**src/logic/tamu_params.svh**
```systemverilog
// offsets, field positions and reset values of the address-update block
`ifndef TAMU_PARAMS_SVH
`define TAMU_PARAMS_SVH
`define TAMU_OFF_MODE       4'h0
`define TAMU_OFF_SRC        4'h4
`define TAMU_OFF_DST        4'h8
`define TAMU_OFF_CTRL       4'hC
`define TAMU_SRC_HI_BIT     7
`define TAMU_SRC_LO_BIT     6
`define TAMU_DST_HI_BIT     5
`define TAMU_DST_LO_BIT     4
`define TAMU_KIND_HI_BIT    3
`define TAMU_KIND_LO_BIT    2
`define TAMU_SIDE_BIT       1
`define TAMU_SIZE_BIT       0
`define TAMU_CTRL_XFER_BIT  0
`define TAMU_MODE_RESET     8'h00
`define TAMU_PTR_RESET      32'h0000_0000
`define TAMU_RESP_OKAY      2'b00
`define TAMU_RESP_SLVERR    2'b10
`endif

```
**src/logic/tamu_pkg.sv**
```systemverilog
// types shared by the address-update block
package tamu_pkg;
   typedef enum logic [1:0] {
      TAMU_UPD_FIXED  = 2'b00,
      TAMU_UPD_FIXED1 = 2'b01,
      TAMU_UPD_INC    = 2'b10,
      TAMU_UPD_DEC    = 2'b11
   } tamu_update_e;
   typedef enum logic [0:0] {
      TAMU_WR_IDLE = 1'b0,
      TAMU_WR_RESP = 1'b1
   } tamu_wr_state_e;
endpackage

```
**src/logic/tamu_top.sv**
```systemverilog
// transfer address-update logic with its AXI4-Lite register slave
//
// Local design decisions: the AXI4-Lite register port and the address map.
`timescale 1ns/1ps
`include "tamu_params.svh"

// Functional notes
// - 8-bit mode reg: src 7:6, dest 5:4, kind 3:2, side 1, size 0.
// - upper source mode bit 0 leaves the source pointer unchanged.
// - source mode 10 adds 1 (byte) or 2 (word) to the source pointer.
// - source mode 11 subtracts 1 (size 0) or 2 (size 1) from source.
// - with the upper dest mode bit at 0 the dest pointer stays fixed.
// - dest mode 10 adds 1 (size 0) or 2 (size 1) to the dest pointer.
// - dest mode 11 subtracts 1 (byte) or 2 (word) from the dest pointer.
module tamu_top
   import tamu_pkg::*;
#(
   parameter int PTR_W = 32
) (
   input  wire logic             clock,
   input  wire logic             rst,
   input  wire logic [3:0]       s_axi_awaddr,
   input  wire logic             s_axi_awvalid,
   output logic                  s_axi_awready,
   input  wire logic [31:0]      s_axi_wdata,
   input  wire logic [3:0]       s_axi_wstrb,
   input  wire logic             s_axi_wvalid,
   output logic                  s_axi_wready,
   output logic [1:0]            s_axi_bresp,
   output logic                  s_axi_bvalid,
   input  wire logic             s_axi_bready,
   input  wire logic [3:0]       s_axi_araddr,
   input  wire logic             s_axi_arvalid,
   output logic                  s_axi_arready,
   output logic [31:0]           s_axi_rdata,
   output logic [1:0]            s_axi_rresp,
   output logic                  s_axi_rvalid,
   input  wire logic             s_axi_rready,
   input  wire logic             xfer_done,
   output logic [PTR_W-1:0]      source_pointer,
   output logic [PTR_W-1:0]      dest_pointer,
   output logic [1:0]            xfer_kind,
   output logic                  xfer_side_select,
   output logic                  unit_size_select
);

   logic [7:0]       transfer_mode_a_reg;
   logic [7:0]       transfer_mode_a_next;
   logic [PTR_W-1:0] src_reg;
   logic [PTR_W-1:0] src_next;
   logic [PTR_W-1:0] dst_reg;
   logic [PTR_W-1:0] dst_next;
   logic             done_reg;
   logic             done_next;
   logic             xfer_ff1_reg;
   logic             xfer_ff2_reg;
   logic             xfer_prev_reg;
   tamu_wr_state_e   wr_state_reg;
   tamu_wr_state_e   wr_state_next;
   logic [3:0]       aw_addr_reg;
   logic [3:0]       aw_addr_next;
   logic             aw_have_reg;
   logic             aw_have_next;
   logic [31:0]      w_data_reg;
   logic [31:0]      w_data_next;
   logic [3:0]       w_strb_reg;
   logic [3:0]       w_strb_next;
   logic             w_have_reg;
   logic             w_have_next;
   logic [1:0]       bresp_reg;
   logic [1:0]       bresp_next;
   logic             rvalid_reg;
   logic             rvalid_next;
   logic [31:0]      rdata_reg;
   logic [31:0]      rdata_next;
   logic [1:0]       rresp_reg;
   logic [1:0]       rresp_next;
   logic [PTR_W-1:0] step;
   logic             wr_fire;
   logic [31:0]      wr_merged;
   logic [31:0]      rd_word;
   tamu_update_e     src_mode;
   tamu_update_e     dst_mode;

   // transfer-complete strobe comes from the controller outside; synchronised
   // ff1 feeds only ff2; the edge detector reads ff2 and its delayed copy
   always_ff @(posedge clock) begin
      if (rst) begin
         xfer_ff1_reg  <= 1'b0;
         xfer_ff2_reg  <= 1'b0;
         xfer_prev_reg <= 1'b0;
      end else begin
         xfer_ff1_reg  <= xfer_done;
         xfer_ff2_reg  <= xfer_ff1_reg;
         xfer_prev_reg <= xfer_ff2_reg;
      end
   end

   assign src_mode = tamu_update_e'(transfer_mode_a_reg[
                     `TAMU_SRC_HI_BIT:`TAMU_SRC_LO_BIT]);
   assign dst_mode = tamu_update_e'(transfer_mode_a_reg[
                     `TAMU_DST_HI_BIT:`TAMU_DST_LO_BIT]);
   assign step     = transfer_mode_a_reg[`TAMU_SIZE_BIT]
                     ? PTR_W'(2) : PTR_W'(1);

   // a held address or data blocks its channel until the response is taken
   assign s_axi_awready = (wr_state_reg == TAMU_WR_IDLE) && !aw_have_reg;
   assign s_axi_wready  = (wr_state_reg == TAMU_WR_IDLE) && !w_have_reg;
   assign s_axi_bvalid  = (wr_state_reg == TAMU_WR_RESP);
   assign s_axi_bresp   = bresp_reg;
   assign s_axi_arready = !rvalid_reg;
   assign s_axi_rvalid  = rvalid_reg;
   assign s_axi_rdata   = rdata_reg;
   assign s_axi_rresp   = rresp_reg;

   assign source_pointer   = src_reg;
   assign dest_pointer     = dst_reg;
   assign xfer_kind        = transfer_mode_a_reg[
                             `TAMU_KIND_HI_BIT:`TAMU_KIND_LO_BIT];
   assign xfer_side_select = transfer_mode_a_reg[`TAMU_SIDE_BIT];
   assign unit_size_select = transfer_mode_a_reg[`TAMU_SIZE_BIT];

   assign wr_fire = (wr_state_reg == TAMU_WR_IDLE) &&
                    (aw_have_reg || s_axi_awvalid) &&
                    (w_have_reg || s_axi_wvalid);

   // write channel: address and data accepted in either order
   always_comb begin
      logic [3:0]  a;
      logic [31:0] d;
      logic [3:0]  s;
      a = aw_have_reg ? aw_addr_reg : s_axi_awaddr;
      d = w_have_reg ? w_data_reg : s_axi_wdata;
      s = w_have_reg ? w_strb_reg : s_axi_wstrb;
      wr_state_next = wr_state_reg;
      aw_addr_next  = aw_addr_reg;
      aw_have_next  = aw_have_reg;
      w_data_next   = w_data_reg;
      w_strb_next   = w_strb_reg;
      w_have_next   = w_have_reg;
      bresp_next    = bresp_reg;
      wr_merged     = 32'h0000_0000;
      case (wr_state_reg)
         TAMU_WR_IDLE: begin
            if (wr_fire) begin
               aw_addr_next  = a;
               w_data_next   = d;
               w_strb_next   = s;
               aw_have_next  = 1'b0;
               w_have_next   = 1'b0;
               wr_state_next = TAMU_WR_RESP;
               bresp_next    = (a == `TAMU_OFF_MODE || a == `TAMU_OFF_SRC ||
                                a == `TAMU_OFF_DST || a == `TAMU_OFF_CTRL)
                               ? `TAMU_RESP_OKAY : `TAMU_RESP_SLVERR;
            end else begin
               if (s_axi_awvalid && !aw_have_reg) begin
                  aw_addr_next = s_axi_awaddr;
                  aw_have_next = 1'b1;
               end
               if (s_axi_wvalid && !w_have_reg) begin
                  w_data_next = s_axi_wdata;
                  w_strb_next = s_axi_wstrb;
                  w_have_next = 1'b1;
               end
            end
            for (int i = 0; i < 4; i++) begin
               wr_merged[i*8 +: 8] = s[i] ? d[i*8 +: 8] : 8'h00;
            end
         end
         TAMU_WR_RESP: begin
            if (s_axi_bready) begin
               wr_state_next = TAMU_WR_IDLE;
            end
         end
         default: begin
            wr_state_next = TAMU_WR_IDLE;
         end
      endcase
   end

   // register and pointer state; a software write to a pointer wins
   // over a hardware step in the same cycle so a reload is never lost
   always_comb begin
      logic [3:0] a;
      logic [3:0] s;
      a = aw_have_reg ? aw_addr_reg : s_axi_awaddr;
      s = w_have_reg ? w_strb_reg : s_axi_wstrb;
      transfer_mode_a_next = transfer_mode_a_reg;
      src_next  = src_reg;
      dst_next  = dst_reg;
      done_next = xfer_ff2_reg && !xfer_prev_reg;
      // one step per completed transfer, settings of that moment
      if (done_reg) begin
         case (src_mode)
            TAMU_UPD_INC: src_next = src_reg + step;
            TAMU_UPD_DEC: src_next = src_reg - step;
            default:      src_next = src_reg;
         endcase
         case (dst_mode)
            TAMU_UPD_INC: dst_next = dst_reg + step;
            TAMU_UPD_DEC: dst_next = dst_reg - step;
            default:      dst_next = dst_reg;
         endcase
      end
      if (wr_fire) begin
         if (a == `TAMU_OFF_MODE && s[0]) begin
            transfer_mode_a_next = wr_merged[7:0];
         end
         if (a == `TAMU_OFF_SRC) begin
            for (int i = 0; i < 4; i++) begin
               if (s[i] && i*8 < PTR_W) begin
                  src_next = (src_next & ~(PTR_W'(8'hFF) << (i*8)))
                           | (PTR_W'(wr_merged[i*8 +: 8]) << (i*8));
               end
            end
         end
         if (a == `TAMU_OFF_DST) begin
            for (int i = 0; i < 4; i++) begin
               if (s[i] && i*8 < PTR_W) begin
                  dst_next = (dst_next & ~(PTR_W'(8'hFF) << (i*8)))
                           | (PTR_W'(wr_merged[i*8 +: 8]) << (i*8));
               end
            end
         end
         // software may also step the pointers by hand; a manual step in
         // the cycle of a transfer edge merges with it into one step
         if (a == `TAMU_OFF_CTRL && s[0] &&
             wr_merged[`TAMU_CTRL_XFER_BIT]) begin
            done_next = 1'b1;
         end
      end
   end

   // read channel answers one cycle after the address is taken
   always_comb begin
      rd_word = 32'h0000_0000;
      case (s_axi_araddr)
         `TAMU_OFF_MODE: rd_word = {24'h00_0000, transfer_mode_a_reg};
         `TAMU_OFF_SRC:  rd_word = 32'(src_reg);
         `TAMU_OFF_DST:  rd_word = 32'(dst_reg);
         default:        rd_word = 32'h0000_0000;
      endcase
      rvalid_next = rvalid_reg;
      rdata_next  = rdata_reg;
      rresp_next  = rresp_reg;
      if (rvalid_reg) begin
         if (s_axi_rready) begin
            rvalid_next = 1'b0;
         end
      end else if (s_axi_arvalid) begin
         rvalid_next = 1'b1;
         rdata_next  = rd_word;
         rresp_next  = (s_axi_araddr == `TAMU_OFF_MODE ||
                        s_axi_araddr == `TAMU_OFF_SRC ||
                        s_axi_araddr == `TAMU_OFF_DST ||
                        s_axi_araddr == `TAMU_OFF_CTRL)
                       ? `TAMU_RESP_OKAY : `TAMU_RESP_SLVERR;
      end
   end

   // mode register reset value is undefined in the device; zero here
   always_ff @(posedge clock) begin
      if (rst) begin
         transfer_mode_a_reg <= `TAMU_MODE_RESET;
         src_reg       <= PTR_W'(`TAMU_PTR_RESET);
         dst_reg       <= PTR_W'(`TAMU_PTR_RESET);
         done_reg      <= 1'b0;
         wr_state_reg  <= TAMU_WR_IDLE;
         aw_addr_reg   <= 4'h0;
         aw_have_reg   <= 1'b0;
         w_data_reg    <= 32'h0000_0000;
         w_strb_reg    <= 4'h0;
         w_have_reg    <= 1'b0;
         bresp_reg     <= `TAMU_RESP_OKAY;
         rvalid_reg    <= 1'b0;
         rdata_reg     <= 32'h0000_0000;
         rresp_reg     <= `TAMU_RESP_OKAY;
      end else begin
         transfer_mode_a_reg <= transfer_mode_a_next;
         src_reg       <= src_next;
         dst_reg       <= dst_next;
         done_reg      <= done_next;
         wr_state_reg  <= wr_state_next;
         aw_addr_reg   <= aw_addr_next;
         aw_have_reg   <= aw_have_next;
         w_data_reg    <= w_data_next;
         w_strb_reg    <= w_strb_next;
         w_have_reg    <= w_have_next;
         bresp_reg     <= bresp_next;
         rvalid_reg    <= rvalid_next;
         rdata_reg     <= rdata_next;
         rresp_reg     <= rresp_next;
      end
   end

endmodule

```
**config.mk**
```make
export PLATFORM = sky130hd
export DESIGN_NAME = tamu_top
export DESIGN_NICKNAME = d
export VERILOG_FILES = /design/src/logic/tamu_pkg.sv /design/src/logic/tamu_top.sv
export VERILOG_INCLUDE_DIRS = /design/src /design/src/logic
export SDC_FILE = /design/constraint.sdc
export NUM_CORES = 1
export LEC_CHECK = 0
export ABC_AREA = 1
export ABC_CLOCK_PERIOD_IN_PS = 3500
export BUFFER_PORTS_ARGS = -buffer_cell sky130_fd_sc_hd__buf_2
export CAP_MARGIN = 40
export CORE_MARGIN = 2
export CORE_UTILIZATION = 25
export DETAILED_ROUTE_END_ITERATION = 6
export HOLD_SLACK_MARGIN = 0.12
export PLACE_DENSITY_LB_ADDON = 0.3
export RECOVER_POWER = 25
export SKIP_CTS_REPAIR_TIMING = 1
export SLEW_MARGIN = 20
export SYNTH_ARGS = -nofsm -noshare
export SYNTH_HDL_FRONTEND = slang
export SYNTH_SLANG_ARGS = --single-unit
```
**constraint.sdc**
```tcl
create_clock -name clock -period 3.5 [get_ports clock]
set_clock_uncertainty 0.2 [all_clocks]
set_input_delay 0.175 -clock clock [delete_from_list [all_inputs] [get_ports clock]]
set_output_delay 0.175 -clock clock [all_outputs]
set_load 0.1 [all_outputs]
```
Word-level counts from Yosys, hierarchy flattened --
Cells that the tools add are included.
Storage, ports and cells: flip-flop bits (word level) 156, output and inout port bits 109, logic and storage cells 130
Operators by class: eq/ne operators 10, reductions and logical operators 31, mux-type cells 58, bitwise logic cells 10, add/subtract/negate cells 4
Operator list (count):
- $mux 32 | 30
- $pmux 32 s2 | 2
- $pmux 32 s3 | 1
- $add 32x2->32 | 2
- $or 24x32->32 | 2
- $or 32x16->32 | 2
- $or 32x24->32 | 2
- $or 32x8->32 | 2
- $sub 32x2->32 | 2
- $mux 8 | 4
- $mux 4 | 6
- $eq 4x4->1 const B | 4
- $mux 1 | 11
- $logic_and 1x1->1 | 10
- $reduce_and 2->1 | 5
- $eq 2x2->1 const B | 4
- $eq 4x3->1 const B | 2
- $logic_not 4->1 | 2
- $logic_or 1x1->1 | 8
- $mux 2 | 3
- $logic_not 1->1 | 4
- $reduce_bool 2->1 | 2
- $not 1->1 | 2
- $pmux 1 s2 | 1

Logic depth before layout (Yosys ltp) --
Gate-level depths: netlist of run 1.
depth after elaboration 20, gate-level depth with buffers 20, depth with buffers taken out 17

Worst setup path before layout of run 1 --
OpenSTA, ideal clock, no wires.
kind flip-flop to flip-flop, start register wr_state_reg, in the netlist s_axi_bvalid, end register w_data_reg[11], path slack -107 ps, setup time 65 ps, data arrival time 3342 ps, clock period less this slack 3607 ps, data required time 3235 ps, stages on the path, launching flop included 8, path buffers 2, cell sequence dfxtp_1 > nor2_1 > nand2_1 > inv_1 > clkbuf_1 > clkbuf_1 > a31oi_1 > nor2_1
Between the ends: word-level cells in the longest chain between the ends 5, elaborated cells on any way between the ends 6, classes of those cells mux: 1; bitwise: 1; reduce/logical: 4
Ends and longest elaborated chain:
- start, declared | RTL line tamu_top.sv:58 | tamu_wr_state_e wr_state_reg;
- start signal, assigned | RTL line tamu_top.sv:283 | wr_state_reg <= wr_state_next;
- $not 1->1 (no line) *
- $logic_and 1x1->1 | RTL line tamu_top.sv:123 | assign wr_fire = (wr_state_reg == TAMU_WR_IDLE) &&
- $logic_and 1x1->1 | RTL line tamu_top.sv:124 | (aw_have_reg || s_axi_awvalid) &&
- $reduce_bool 2->1 (no line)
- $reduce_and 2->1 (no line)
- end signal, assigned | RTL line tamu_top.sv:286 | w_data_reg <= w_data_next;
- end, declared | RTL line tamu_top.sv:64 | logic [31:0] w_data_reg;
Mark *: on every way between the ends. The rest lies on a longest branch, timed or not. A chain may end at the register's enable or synchronous reset.

Worst setup path after layout of run 1 --
start register aw_have_reg, end register w_data_reg[26]
Between the ends: word-level cells in the longest chain between the ends 5, elaborated cells on any way between the ends 6, classes of those cells mux: 1; reduce/logical: 5
Ends and longest elaborated chain:
- start, declared | RTL line tamu_top.sv:62 | logic aw_have_reg;
- start signal, assigned | RTL line tamu_top.sv:285 | aw_have_reg <= aw_have_next;
- $logic_or 1x1->1 * | RTL line tamu_top.sv:124
- $logic_and 1x1->1 * | RTL line tamu_top.sv:123
- $logic_and 1x1->1 * | RTL line tamu_top.sv:124
- $reduce_bool 2->1 (no line)
- $reduce_and 2->1 (no line)
Marked as above.

==> results.txt, run 1 <==
Status = complete, no violations
Mapped cell area = 12,390 µm²
Most frequent CP cell = nor2_1
Relative slew slack = 8.488%
Setup crit end = w_data_reg[26]
Required @ worst endpoint = 3.63 ns
Placement row count = 81
Endpoints failing setup = 0
Reg-to-Reg End = w_data_reg[26]
H-tree depth = 4
Final worst slack = 0.2106 ns
Placed insts = 2,883
Global-route wire length before repair = 81.32 mm
Cell area after layout = 14,820 µm²
CP max stage cell = dlygate4sd3_1
Die Footprint = 51,370 µm²
Sequential share of the synthesized area = 24.87%
Fin. max-slew vios = 0
Area grow syn2layout = 19.60%
CTS clk-pin slew, worst paths = 0.08 ns
WHS = 0.1114 ns
Commonest cells in the synthesized netlist = nand2_1 (651), inv_1 (255), a21oi_1 (209)
GRT overflow = 0
Drt wl/cell = 18.58 µm
CTS sink cnt = 154
Crit path from = aw_have_reg
Maximum clock path buffer count = 2
Initial antenna violation count = 0
Minimum clock period = 3.289 ns
Hold path cells = 5
Endpoint class of the critical path = register
Num CTS Buffers = 17
P_leak = 6.701 nW
P per Cell Area = 328.9 nW/µm²
Total number of vias = 14,666
Synth Flop Type = dfxtp_1
Final ANT Viol Nets = 0
Setup WS pre-CTS = 0.7051 ns
Post-Layout Cell Count = 2,973
Vias/cell = 4.933
Starting Density = 25.32%
Setup TNS = 0 ns
R2R Path Start = aw_have_reg
Critical-path maximum fanout = 32
Pin count of the biggest net entering global routing = 60
Post-synthesis sequential element count = 154
Dpl cell area = 13,740 µm²
Metal-1 WL = 25.23 mm
Clk Latency, worst-skew pair = 0.46 ns
I/O Buffers = 158
Core Footprint = 48,950 µm²
Vias in the first global route = 13,419
Clock tree from TritonCTS = built
Fin crit share = 93.98%
Ys Warns = 0
CTS root buffer = clkbuf_16
Asr flop ratio synth = 0%
Mean Syn Cell Area = 5.833 µm²
Syn Inst Count = 2,125
Chip width = 226.7 µm
Worst-Margin Slew = 1.379 ns
Crit-path max cell delay = 0.58 ns
Chip height = 226.7 µm
Synth top area cells = dfxtp_1 (25%), nand2_1 (20%), a21oi_1 (8.4%), inv_1 (7.7%), nand3_1 (6.9%)
Met3 routed WL = 4.409 mm
Io pins = 161
Synth unique cells = 52
Hold Fails Final Rpt = 0
Inserted Diodes = 0
Crit-path cells = nor2_1 > nor2_1 > o21ai_4 > buf_4 > inv_2 > nor2_1 > buf_4 > a21oi_1 > nor2_1 > dlygate4sd3_1
EDFF count, synth = 0
WP data arrival = 3.42 ns
Startpoint class of the critical path = register
Max Freq = 304.0 MHz
Worst hold path type = in2reg
Max-Cap Viols = 0
Initial DRC Count = 1,392
Max VDD drop = 0.2836 mV
DRC violations left = 0
Total GRT Usage = 21.10%
Area leader, netlist = dfxtp_1
CP Class = reg2reg
GPL Wtd Cong = 0.9859
Count leader, synth = nand2_1
Ratio of cells with drive above 1 in the final layout = 14.08%
Top Layer Used = met4
Post-synth top area share = 24.87%
1st-pass router iterations = 5
HPWL after detailed placement = 43.69 mm
Met2 WL = 24.26 mm
Total Nets Final = 2,355
Final Routed Wirelength = 55.24 mm
R2r setup slk = 0.21 ns
R2R cell count = 10
# fillers = 5,595
==> critical path, delay by kind of cell (launching register included) <==
kind	cells	cell delay [ns]
buf+inv	4	1.52
flops	1	0.50
simple gates	4	0.48
compound gates	2	0.44
==> layout by cell type, fill, tap and decap left out, types with 7 or more instances in the layout <==
| cell type | instances |
|---|---|
| nand2_1 | 651 |
| inv_1 | 255 |
| a21oi_1 | 209 |
| nand3_1 | 172 |
| dfxtp_1 | 153 |
| nor2_1 | 143 |
| o21ai_0 | 114 |
| buf_2 | 97 |
| clkbuf_1 | 64 |
| nand2_2 | 61 |
| dlygate4sd3_1 | 57 |
| o22ai_1 | 35 |
| nor2_2 | 28 |
| inv_2 | 28 |
| buf_4 | 25 |
| a31oi_1 | 18 |
| clkbuf_16 | 17 |
| xor2_1 | 16 |
| a211oi_1 | 16 |
| nor3_1 | 12 |
| nand3_2 | 11 |
| nor2_4 | 10 |
| nand2_4 | 8 |
| o21bai_1 | 8 |
| nand4_1 | 8 |
| o21ai_1 | 7 |
| nor3_2 | 7 |
==> metrics by stage <==
| step | power, mW | util, % |
|---|---|---|
| detailed placement | 2.899 | 28.06 |
| CTS | 4.837 | 29.26 |
| global placement | 2.873 | 27.88 |
| floorplan | 2.577 | - |
| finish | 4.875 | 30.28 |
| global route | 5.061 | 30.28 |
==> final cells by class <==
type / count / area (µm²) / area share, %
clock buffers: 17 / 425.4 / 2.870
clock inverters: 14 / 161.4 / 1.089
well taps: 664 / 830.8 / 5.604
multi-input cells: 1586 / 7665 / 51.70
repair buffers: 248 / 1564 / 10.55
inverters: 290 / 1094 / 7.377
flip-flops and latches: 154 / 3084 / 20.81
==> power by group <==
group          total (mW)  switching [mW]  leakage (nW)  internal, mW
clock                1.94           0.875         0.282          1.06
combinational        1.04           0.768          5.17         0.276
sequential           1.89          0.0558          1.25          1.84
total                4.88            1.70          6.70          3.18
==> metal layers <==
layer	GRT usage, %	vias up
met5	0	-
met4	5.963	0
met3	3.706	62
met2	33.16	600
met1	29.43	6837
li1	-	7167
==> worst min path at each step <==
stage | from | slack (ns) | end
after floorplan | xfer_done | 0.08 | xfer_ff1_reg
after global placement | xfer_done | 0.20 | xfer_ff1_reg
after detailed placement | xfer_done | 0.20 | xfer_ff1_reg
after CTS | xfer_done | -0.29 | xfer_ff1_reg
after global routing | s_axi_arvalid | 0.14 | s_axi_rdata[18]
final | s_axi_arvalid | 0.11 | s_axi_rdata[27]
==> cells by family (layout without fill, tap and decap cells) <==
| family | count (synthesis) | count (layout) | synth area share [%] |
|---|---|---|---|
| compound gates | 432 | 432 | 19.16 |
| xor+xnor | 18 | 18 | 1.272 |
| fa+ha+maj | 6 | 6 | 0.7269 |
| buf+inv | 386 | 569 | 13.43 |
| flops | 154 | 154 | 24.87 |
| mux | 3 | 3 | 0.2423 |
| other cells | 1 | 2 | 0.03026 |
| simple gates | 1125 | 1125 | 40.27 |
No activity file was read; power rests on OpenSTA's default activity.
==> run 2, diff against run 1 <==
ABC_CLOCK_PERIOD_IN_PS = 4270   (was 3500)
clock period = 4.27 ns   (was 3.5 ns; I/O delays follow)
==> results.txt, run 2 (synthesized netlist as in run 1, its figures left out) <==
Core Footprint = 48,950 µm² (unchanged)
Endpoint class of the critical path = register (unchanged)
Global-route wire length before repair = 81.72 mm (was 81.32 mm)
CP max stage cell = dlygate4sd3_1 (unchanged)
Crit-path cells = buf_4 > nor2_1 > nand2_1 > inv_1 > nor2_1 > inv_2 > o22ai_1 > a31oi_1 > nor2_1 > dlygate4sd3_1 (was nor2_1 > nor2_1 > o21ai_4 > buf_4 > inv_2 > nor2_1 > buf_4 > a21oi_1 > nor2_1 > dlygate4sd3_1)
GPL Wtd Cong = 1.004 (was 0.9859)
Chip width = 226.7 µm (unchanged)
Setup TNS = 0 ns (unchanged)
CTS sink cnt = 154 (unchanged)
CP Class = reg2reg (unchanged)
CP top delay family = buffers and inverters (unchanged)
WP data arrival = 3.26 ns (was 3.42 ns)
CTS root buffer = clkbuf_16 (unchanged)
Chip height = 226.7 µm (unchanged)
Final worst slack = 1.205 ns (was 0.2106 ns)
Initial DRC Count = 1,389 (was 1,392)
Total Nets Final = 2,351 (was 2,355)
Maximum clock path buffer count = 2 (unchanged)
CTS clk-pin slew, worst paths = 0.07 ns (was 0.08 ns)
# fillers = 5,532 (was 5,595)
Max VDD drop = 0.2177 mV (was 0.2836 mV)
Vias in the first global route = 13,721 (was 13,419)
Power Total = 3.929 mW (was 4.875 mW)
Clk Latency, worst-skew pair = 0.45 ns (was 0.46 ns)
Placement row count = 81 (unchanged)
Area grow syn2layout = 19.21% (was 19.60%)
Vias/cell = 4.915 (was 4.933)
Num CTS Buffers = 17 (unchanged)
Relative slew slack = 14.00% (was 8.488%)
Max Freq = 326.3 MHz (was 304.0 MHz)
Total GRT Usage = 21.28% (was 21.10%)
Clock tree from TritonCTS = built (unchanged)
Fin. max-slew vios = 0 (unchanged)
H-tree depth = 4 (unchanged)
Drt wl/cell = 18.68 µm (was 18.58 µm)
Fin crit share = 71.78% (was 93.98%)
Die Footprint = 51,370 µm² (unchanged)
I/O Buffers = 158 (unchanged)
Most frequent CP cell = nor2_1 (unchanged)
Pin count of the biggest net entering global routing = 65 (was 60)
Max-Cap Viols = 0 (unchanged)
1st-pass router iterations = 5 (unchanged)
Minimum clock period = 3.065 ns (was 3.289 ns)
Final ANT Viol Nets = 0 (unchanged)
Worst-Margin Slew = 1.296 ns (was 1.379 ns)
Critical-path maximum fanout = 62 (was 32)
Commonest non-fill, non-tap cell in the layout = nand2_1 (unchanged)
CP bufs+invs = 4 (unchanged)
P_leak = 6.670 nW (was 6.701 nW)
Crit-path max cell delay = 0.56 ns (was 0.58 ns)
GRT overflow = 0 (unchanged)
DRC violations left = 0 (unchanged)
Starting Density = 25.32% (unchanged)
Ratio of cells with drive above 1 in the final layout = 13.66% (was 14.08%)
Startpoint class of the critical path = register (unchanged)
Io pins = 161 (unchanged)
HPWL after detailed placement = 43.76 mm (was 43.69 mm)
P per Cell Area = 265.9 nW/µm² (was 328.9 nW/µm²)
Status = complete, no violations (unchanged)
Initial antenna violation count = 0 (unchanged)
Worst hold path type = in2reg (unchanged)
Required @ worst endpoint = 4.47 ns (was 3.63 ns)
Total number of vias = 14,601 (was 14,666)
Final Routed Wirelength = 55.51 mm (was 55.24 mm)
Setup WS pre-CTS = 1.366 ns (was 0.7051 ns)
Hold Fails Final Rpt = 0 (unchanged)
Unrepaired setup endpoints after global routing = no
Post-layout util = 30.18% (was 30.28%)
Most frequent cells in the layout = nand2_1 (651), inv_1 (255), a21oi_1 (209) (unchanged)
Endpoints failing setup = 0 (unchanged)
-- run 2: cell count changes in the layout (fill, tap and decap cells not counted), moves of 2 or more --
cell	delta
clkbuf_2	-2
buf_4	-4
inv_6	+2
inv_8	-3
clkbuf_8	+2
clkbuf_1	+2
dlygate4sd3_1	+4
-- run 2: worst paths after layout --
check,startpoint,endpoint,slack [ns],cells after the start
worst max-delay path,w_have_reg,w_data_reg[3],1.21,10
worst min-delay path,s_axi_wdata[27],w_data_reg[27],0.05,5
worst max register to register,w_have_reg,w_data_reg[3],1.21,10
worst min register to register,xfer_ff1_reg,xfer_ff2_reg,0.21,2
-- run 2: cell type report --
type / count / area (µm²) / area share, %
repair buffers: 244 / 1531 / 10.36
flip-flops and latches: 154 / 3084 / 20.87
clock buffers: 21 / 460.4 / 3.116
diodes: 1 / 2.502 / 0.01694
well taps: 664 / 830.8 / 5.623
inverters: 290 / 1094 / 7.401
clock inverters: 11 / 110.1 / 0.7452
multi-input cells: 1586 / 7662 / 51.86
-- run 2: layer usage --
layer / wire [µm] / share of wire [%] / track usage (%) / vias up
li1: - / - / - / 7164
met1: 24970 / 45 / 29.11 / 6718
met2: 24280 / 44 / 33.01 / 624
met3: 4318 / 7.8 / 3.836 / 95
met4: 1932 / 3.5 / 8.319 / 0
met5: 0 / 0 / 0 / -
-- run 2: stage by stage --
step	instance area [µm²]	std cells	hold WS [ns]
after detailed placement	13640	2874	0.2009
after global placement	13610	2871	0.2076
after CTS	14210	2906	-0.2445
final	14780	2971	0.05223
after global routing	14770	2970	0.1684
after floorplan	12400	2126	0.1205
-- run 2: power breakdown --
group          switching, mW  internal [mW]
sequential            0.0451           1.51
clock                  0.688          0.842
combinational          0.622          0.226
total                   1.36           2.57
-- run 2: worst min-delay path, cell delays in order --
cell and delay (ns):
buf_2 0.08, inv_1 0.04, nor3_1 0.18, a221oi_1 0.07, nor2_1 0.08
==> run 3, diff against run 2 <==
ABC_CLOCK_PERIOD_IN_PS = 2900   (was 4270)
clock period = 2.9 ns   (was 4.27 ns; I/O delays follow)
==> results.txt, run 3 (synthesized netlist as in run 1, its figures left out) <==
Vias/cell = 4.934 (was 4.915)
CTS clk-pin slew, worst paths = 0.07 ns (about the same)
Core Footprint = 48,950 µm² (unchanged)
Area of the multi-input gates = 7672 µm² (was 7662 µm²)
Total number of vias = 14,739 (was 14,601)
Die Footprint = 51,370 µm² (unchanged)
Inserted Diodes = 0 (was 1)
Fin crit share = 94.51% (was 71.78%)
Worst hold path type = in2reg (unchanged)
Setup crit end = source_pointer[26] (was w_data_reg[3])
H-tree depth = 4 (unchanged)
GRT overflow = 0 (unchanged)
GPL Wtd Cong = 0.9876 (was 1.004)
Drt wl/cell = 18.29 µm (was 18.68 µm)
Max VDD drop = 0.3624 mV (was 0.2177 mV)
Chip width = 226.7 µm (unchanged)
Endpoint class of the critical path = register (unchanged)
Clk Latency, worst-skew pair = 0.46 ns (was 0.45 ns)
Worst-Margin Slew = 1.337 ns (was 1.296 ns)
Relative slew slack = 11.27% (was 14.00%)
Chip height = 226.7 µm (unchanged)
Max-Cap Viols = 0 (unchanged)
Most frequent cells in the layout = nand2_1 (651), inv_1 (254), a21oi_1 (209) (was nand2_1 (651), inv_1 (255), a21oi_1 (209))
Placement row count = 81 (unchanged)
Minimum clock period = 2.741 ns (was 3.065 ns)
Post-Layout Cell Count = 2,987 (was 2,971)
Global-route wire length before repair = 80.24 mm (was 81.72 mm)
Maximum clock path buffer count = 2 (unchanged)
Final Routed Wirelength = 54.65 mm (was 55.51 mm)
Endpoints failing setup = 0 (unchanged)
R2r setup slk = 0.16 ns (was 1.21 ns)
Status = complete, no violations (unchanged)
Startpoint class of the critical path = register (unchanged)
Commonest non-fill, non-tap cell in the layout = nand2_1 (unchanged)
Most frequent CP cell = nand2_1 (was nor2_1)
# fillers = 5,503 (was 5,532)
Power Total = 5.821 mW (was 3.929 mW)
P_leak = 6.748 nW (was 6.670 nW)
CP Class = reg2reg (unchanged)
Required @ worst endpoint = 3.01 ns (was 4.47 ns)
Initial antenna violation count = 2 (was 0)
Stages on worst setup path = 16 (was 10)
Clock tree from TritonCTS = built (unchanged)
WP data arrival = 2.85 ns (was 3.26 ns)
Pin count of the biggest net entering global routing = 45 (was 65)
1st-pass router iterations = 6 (was 5)
WHS = 0.09724 ns (was 0.05223 ns)
Setup TNS = 0 ns (unchanged)
FF/Latch Area = 3085 µm² (was 3084 µm²)
R2R Path Start = transfer_mode_a_reg[0] (was w_have_reg)
Critical-path maximum fanout = 4 (was 62)
Cell area after layout = 14,940 µm² (was 14,780 µm²)
Hold Fails Final Rpt = 0 (unchanged)
Io pins = 161 (unchanged)
HPWL after detailed placement = 42.95 mm (was 43.76 mm)
Ratio of cells with drive above 1 in the final layout = 14.72% (was 13.66%)
Starting Density = 25.32% (unchanged)
Fin. max-slew vios = 0 (unchanged)
CTS sink cnt = 154 (unchanged)
CTS root buffer = clkbuf_16 (unchanged)
Total Nets Final = 2,368 (was 2,351)
Final ANT Viol Nets = 0 (unchanged)
R2R cell count = 16 (was 10)
Max Freq = 364.9 MHz (was 326.3 MHz)
Area grow syn2layout = 20.50% (was 19.21%)
P per Cell Area = 389.7 nW/µm² (was 265.9 nW/µm²)
Num CTS Buffers = 17 (unchanged)
Initial DRC Count = 1,657 (was 1,389)
CP max stage cell = fa_1 (was dlygate4sd3_1)
Total GRT Usage = 20.85% (was 21.28%)
Placed insts = 2,897 (was 2,874)
Vias in the first global route = 13,339 (was 13,721)
DRC violations left = 0 (unchanged)
Reg-to-Reg End = source_pointer[26] (was w_data_reg[3])
CP bufs+invs = 2 (was 4)
Crit path from = transfer_mode_a_reg[0] (was w_have_reg)
CP top delay family = simple AND/OR/NAND/NOR gates (was buffers and inverters)
Dpl cell area = 13,870 µm² (was 13,640 µm²)
Crit-path cells = inv_2 > ha_1 > inv_1 > fa_1 > nand3_1 > nor2_1 > nand2_1 > nand3_1 > nand2_1 > nand2_1 > nand2_1 > nand2_1 > nand2_1 > nand3_1 > nand2_1 > a21oi_1 (was buf_4 > nor2_1 > nand2_1 > inv_1 > nor2_1 > inv_2 > o22ai_1 > a31oi_1 > nor2_1 > dlygate4sd3_1)
Crit-path max cell delay = 0.44 ns (was 0.56 ns)
I/O Buffers = 158 (unchanged)
Unrepaired setup endpoints after global routing = no (unchanged)
## run 3: where the power goes
group          internal [mW]  switching, mW
logic                  0.343          0.918
registers               2.22         0.0681
clock network           1.24           1.04
total                   3.80           2.03
## run 3: through the flow
| step | setup slack [ns] | util, % |
|---|---|---|
| finish | 0.1592 | 30.51 |
| global route | 0.007726 | 30.51 |
| CTS | 0.04043 | 29.50 |
| detailed placement | 0.06797 | 28.33 |
| global placement | 0.06278 | 28.29 |
| floorplan | 0.03171 | - |
## run 3: worst min-delay path, delay by kind of cell
kind | cells | cell delay, ns
buf+inv | 2 | 0.26
simple gates | 3 | 0.18
compound gates | 2 | 0.12
## run 3: cell type report
cell class	instances	area share (%)
multi-input cells	1586	51.37
clock buffers	20	3.058
inverters	290	7.322
well taps	664	5.563
clock inverters	12	0.7791
repair buffers	261	11.25
flip-flops and latches	154	20.66
## run 3: worst min path at each step
stage                         end  slack [ns]  cells past startpoint       startpoint
2_1_floorplan        xfer_ff1_reg        0.05                      2        xfer_done
3_3_place_gp         xfer_ff1_reg        0.16                      3        xfer_done
3_5_place_dp         xfer_ff1_reg        0.16                      3        xfer_done
4_1_cts              xfer_ff1_reg       -0.33                      3        xfer_done
5_1_grt        source_pointer[27]        0.12                      6  s_axi_wdata[27]
6_report          s_axi_rdata[31]         0.1                      7  s_axi_araddr[2]
## run 3: metal layers
metal	track usage, %	share of wire (%)	vias up
met5	0	0.024	-
met4	6.834	3.0	2
met3	3.771	8.1	86
met2	31.73	43	660
met1	29.49	46	6789
li1	-	-	7202
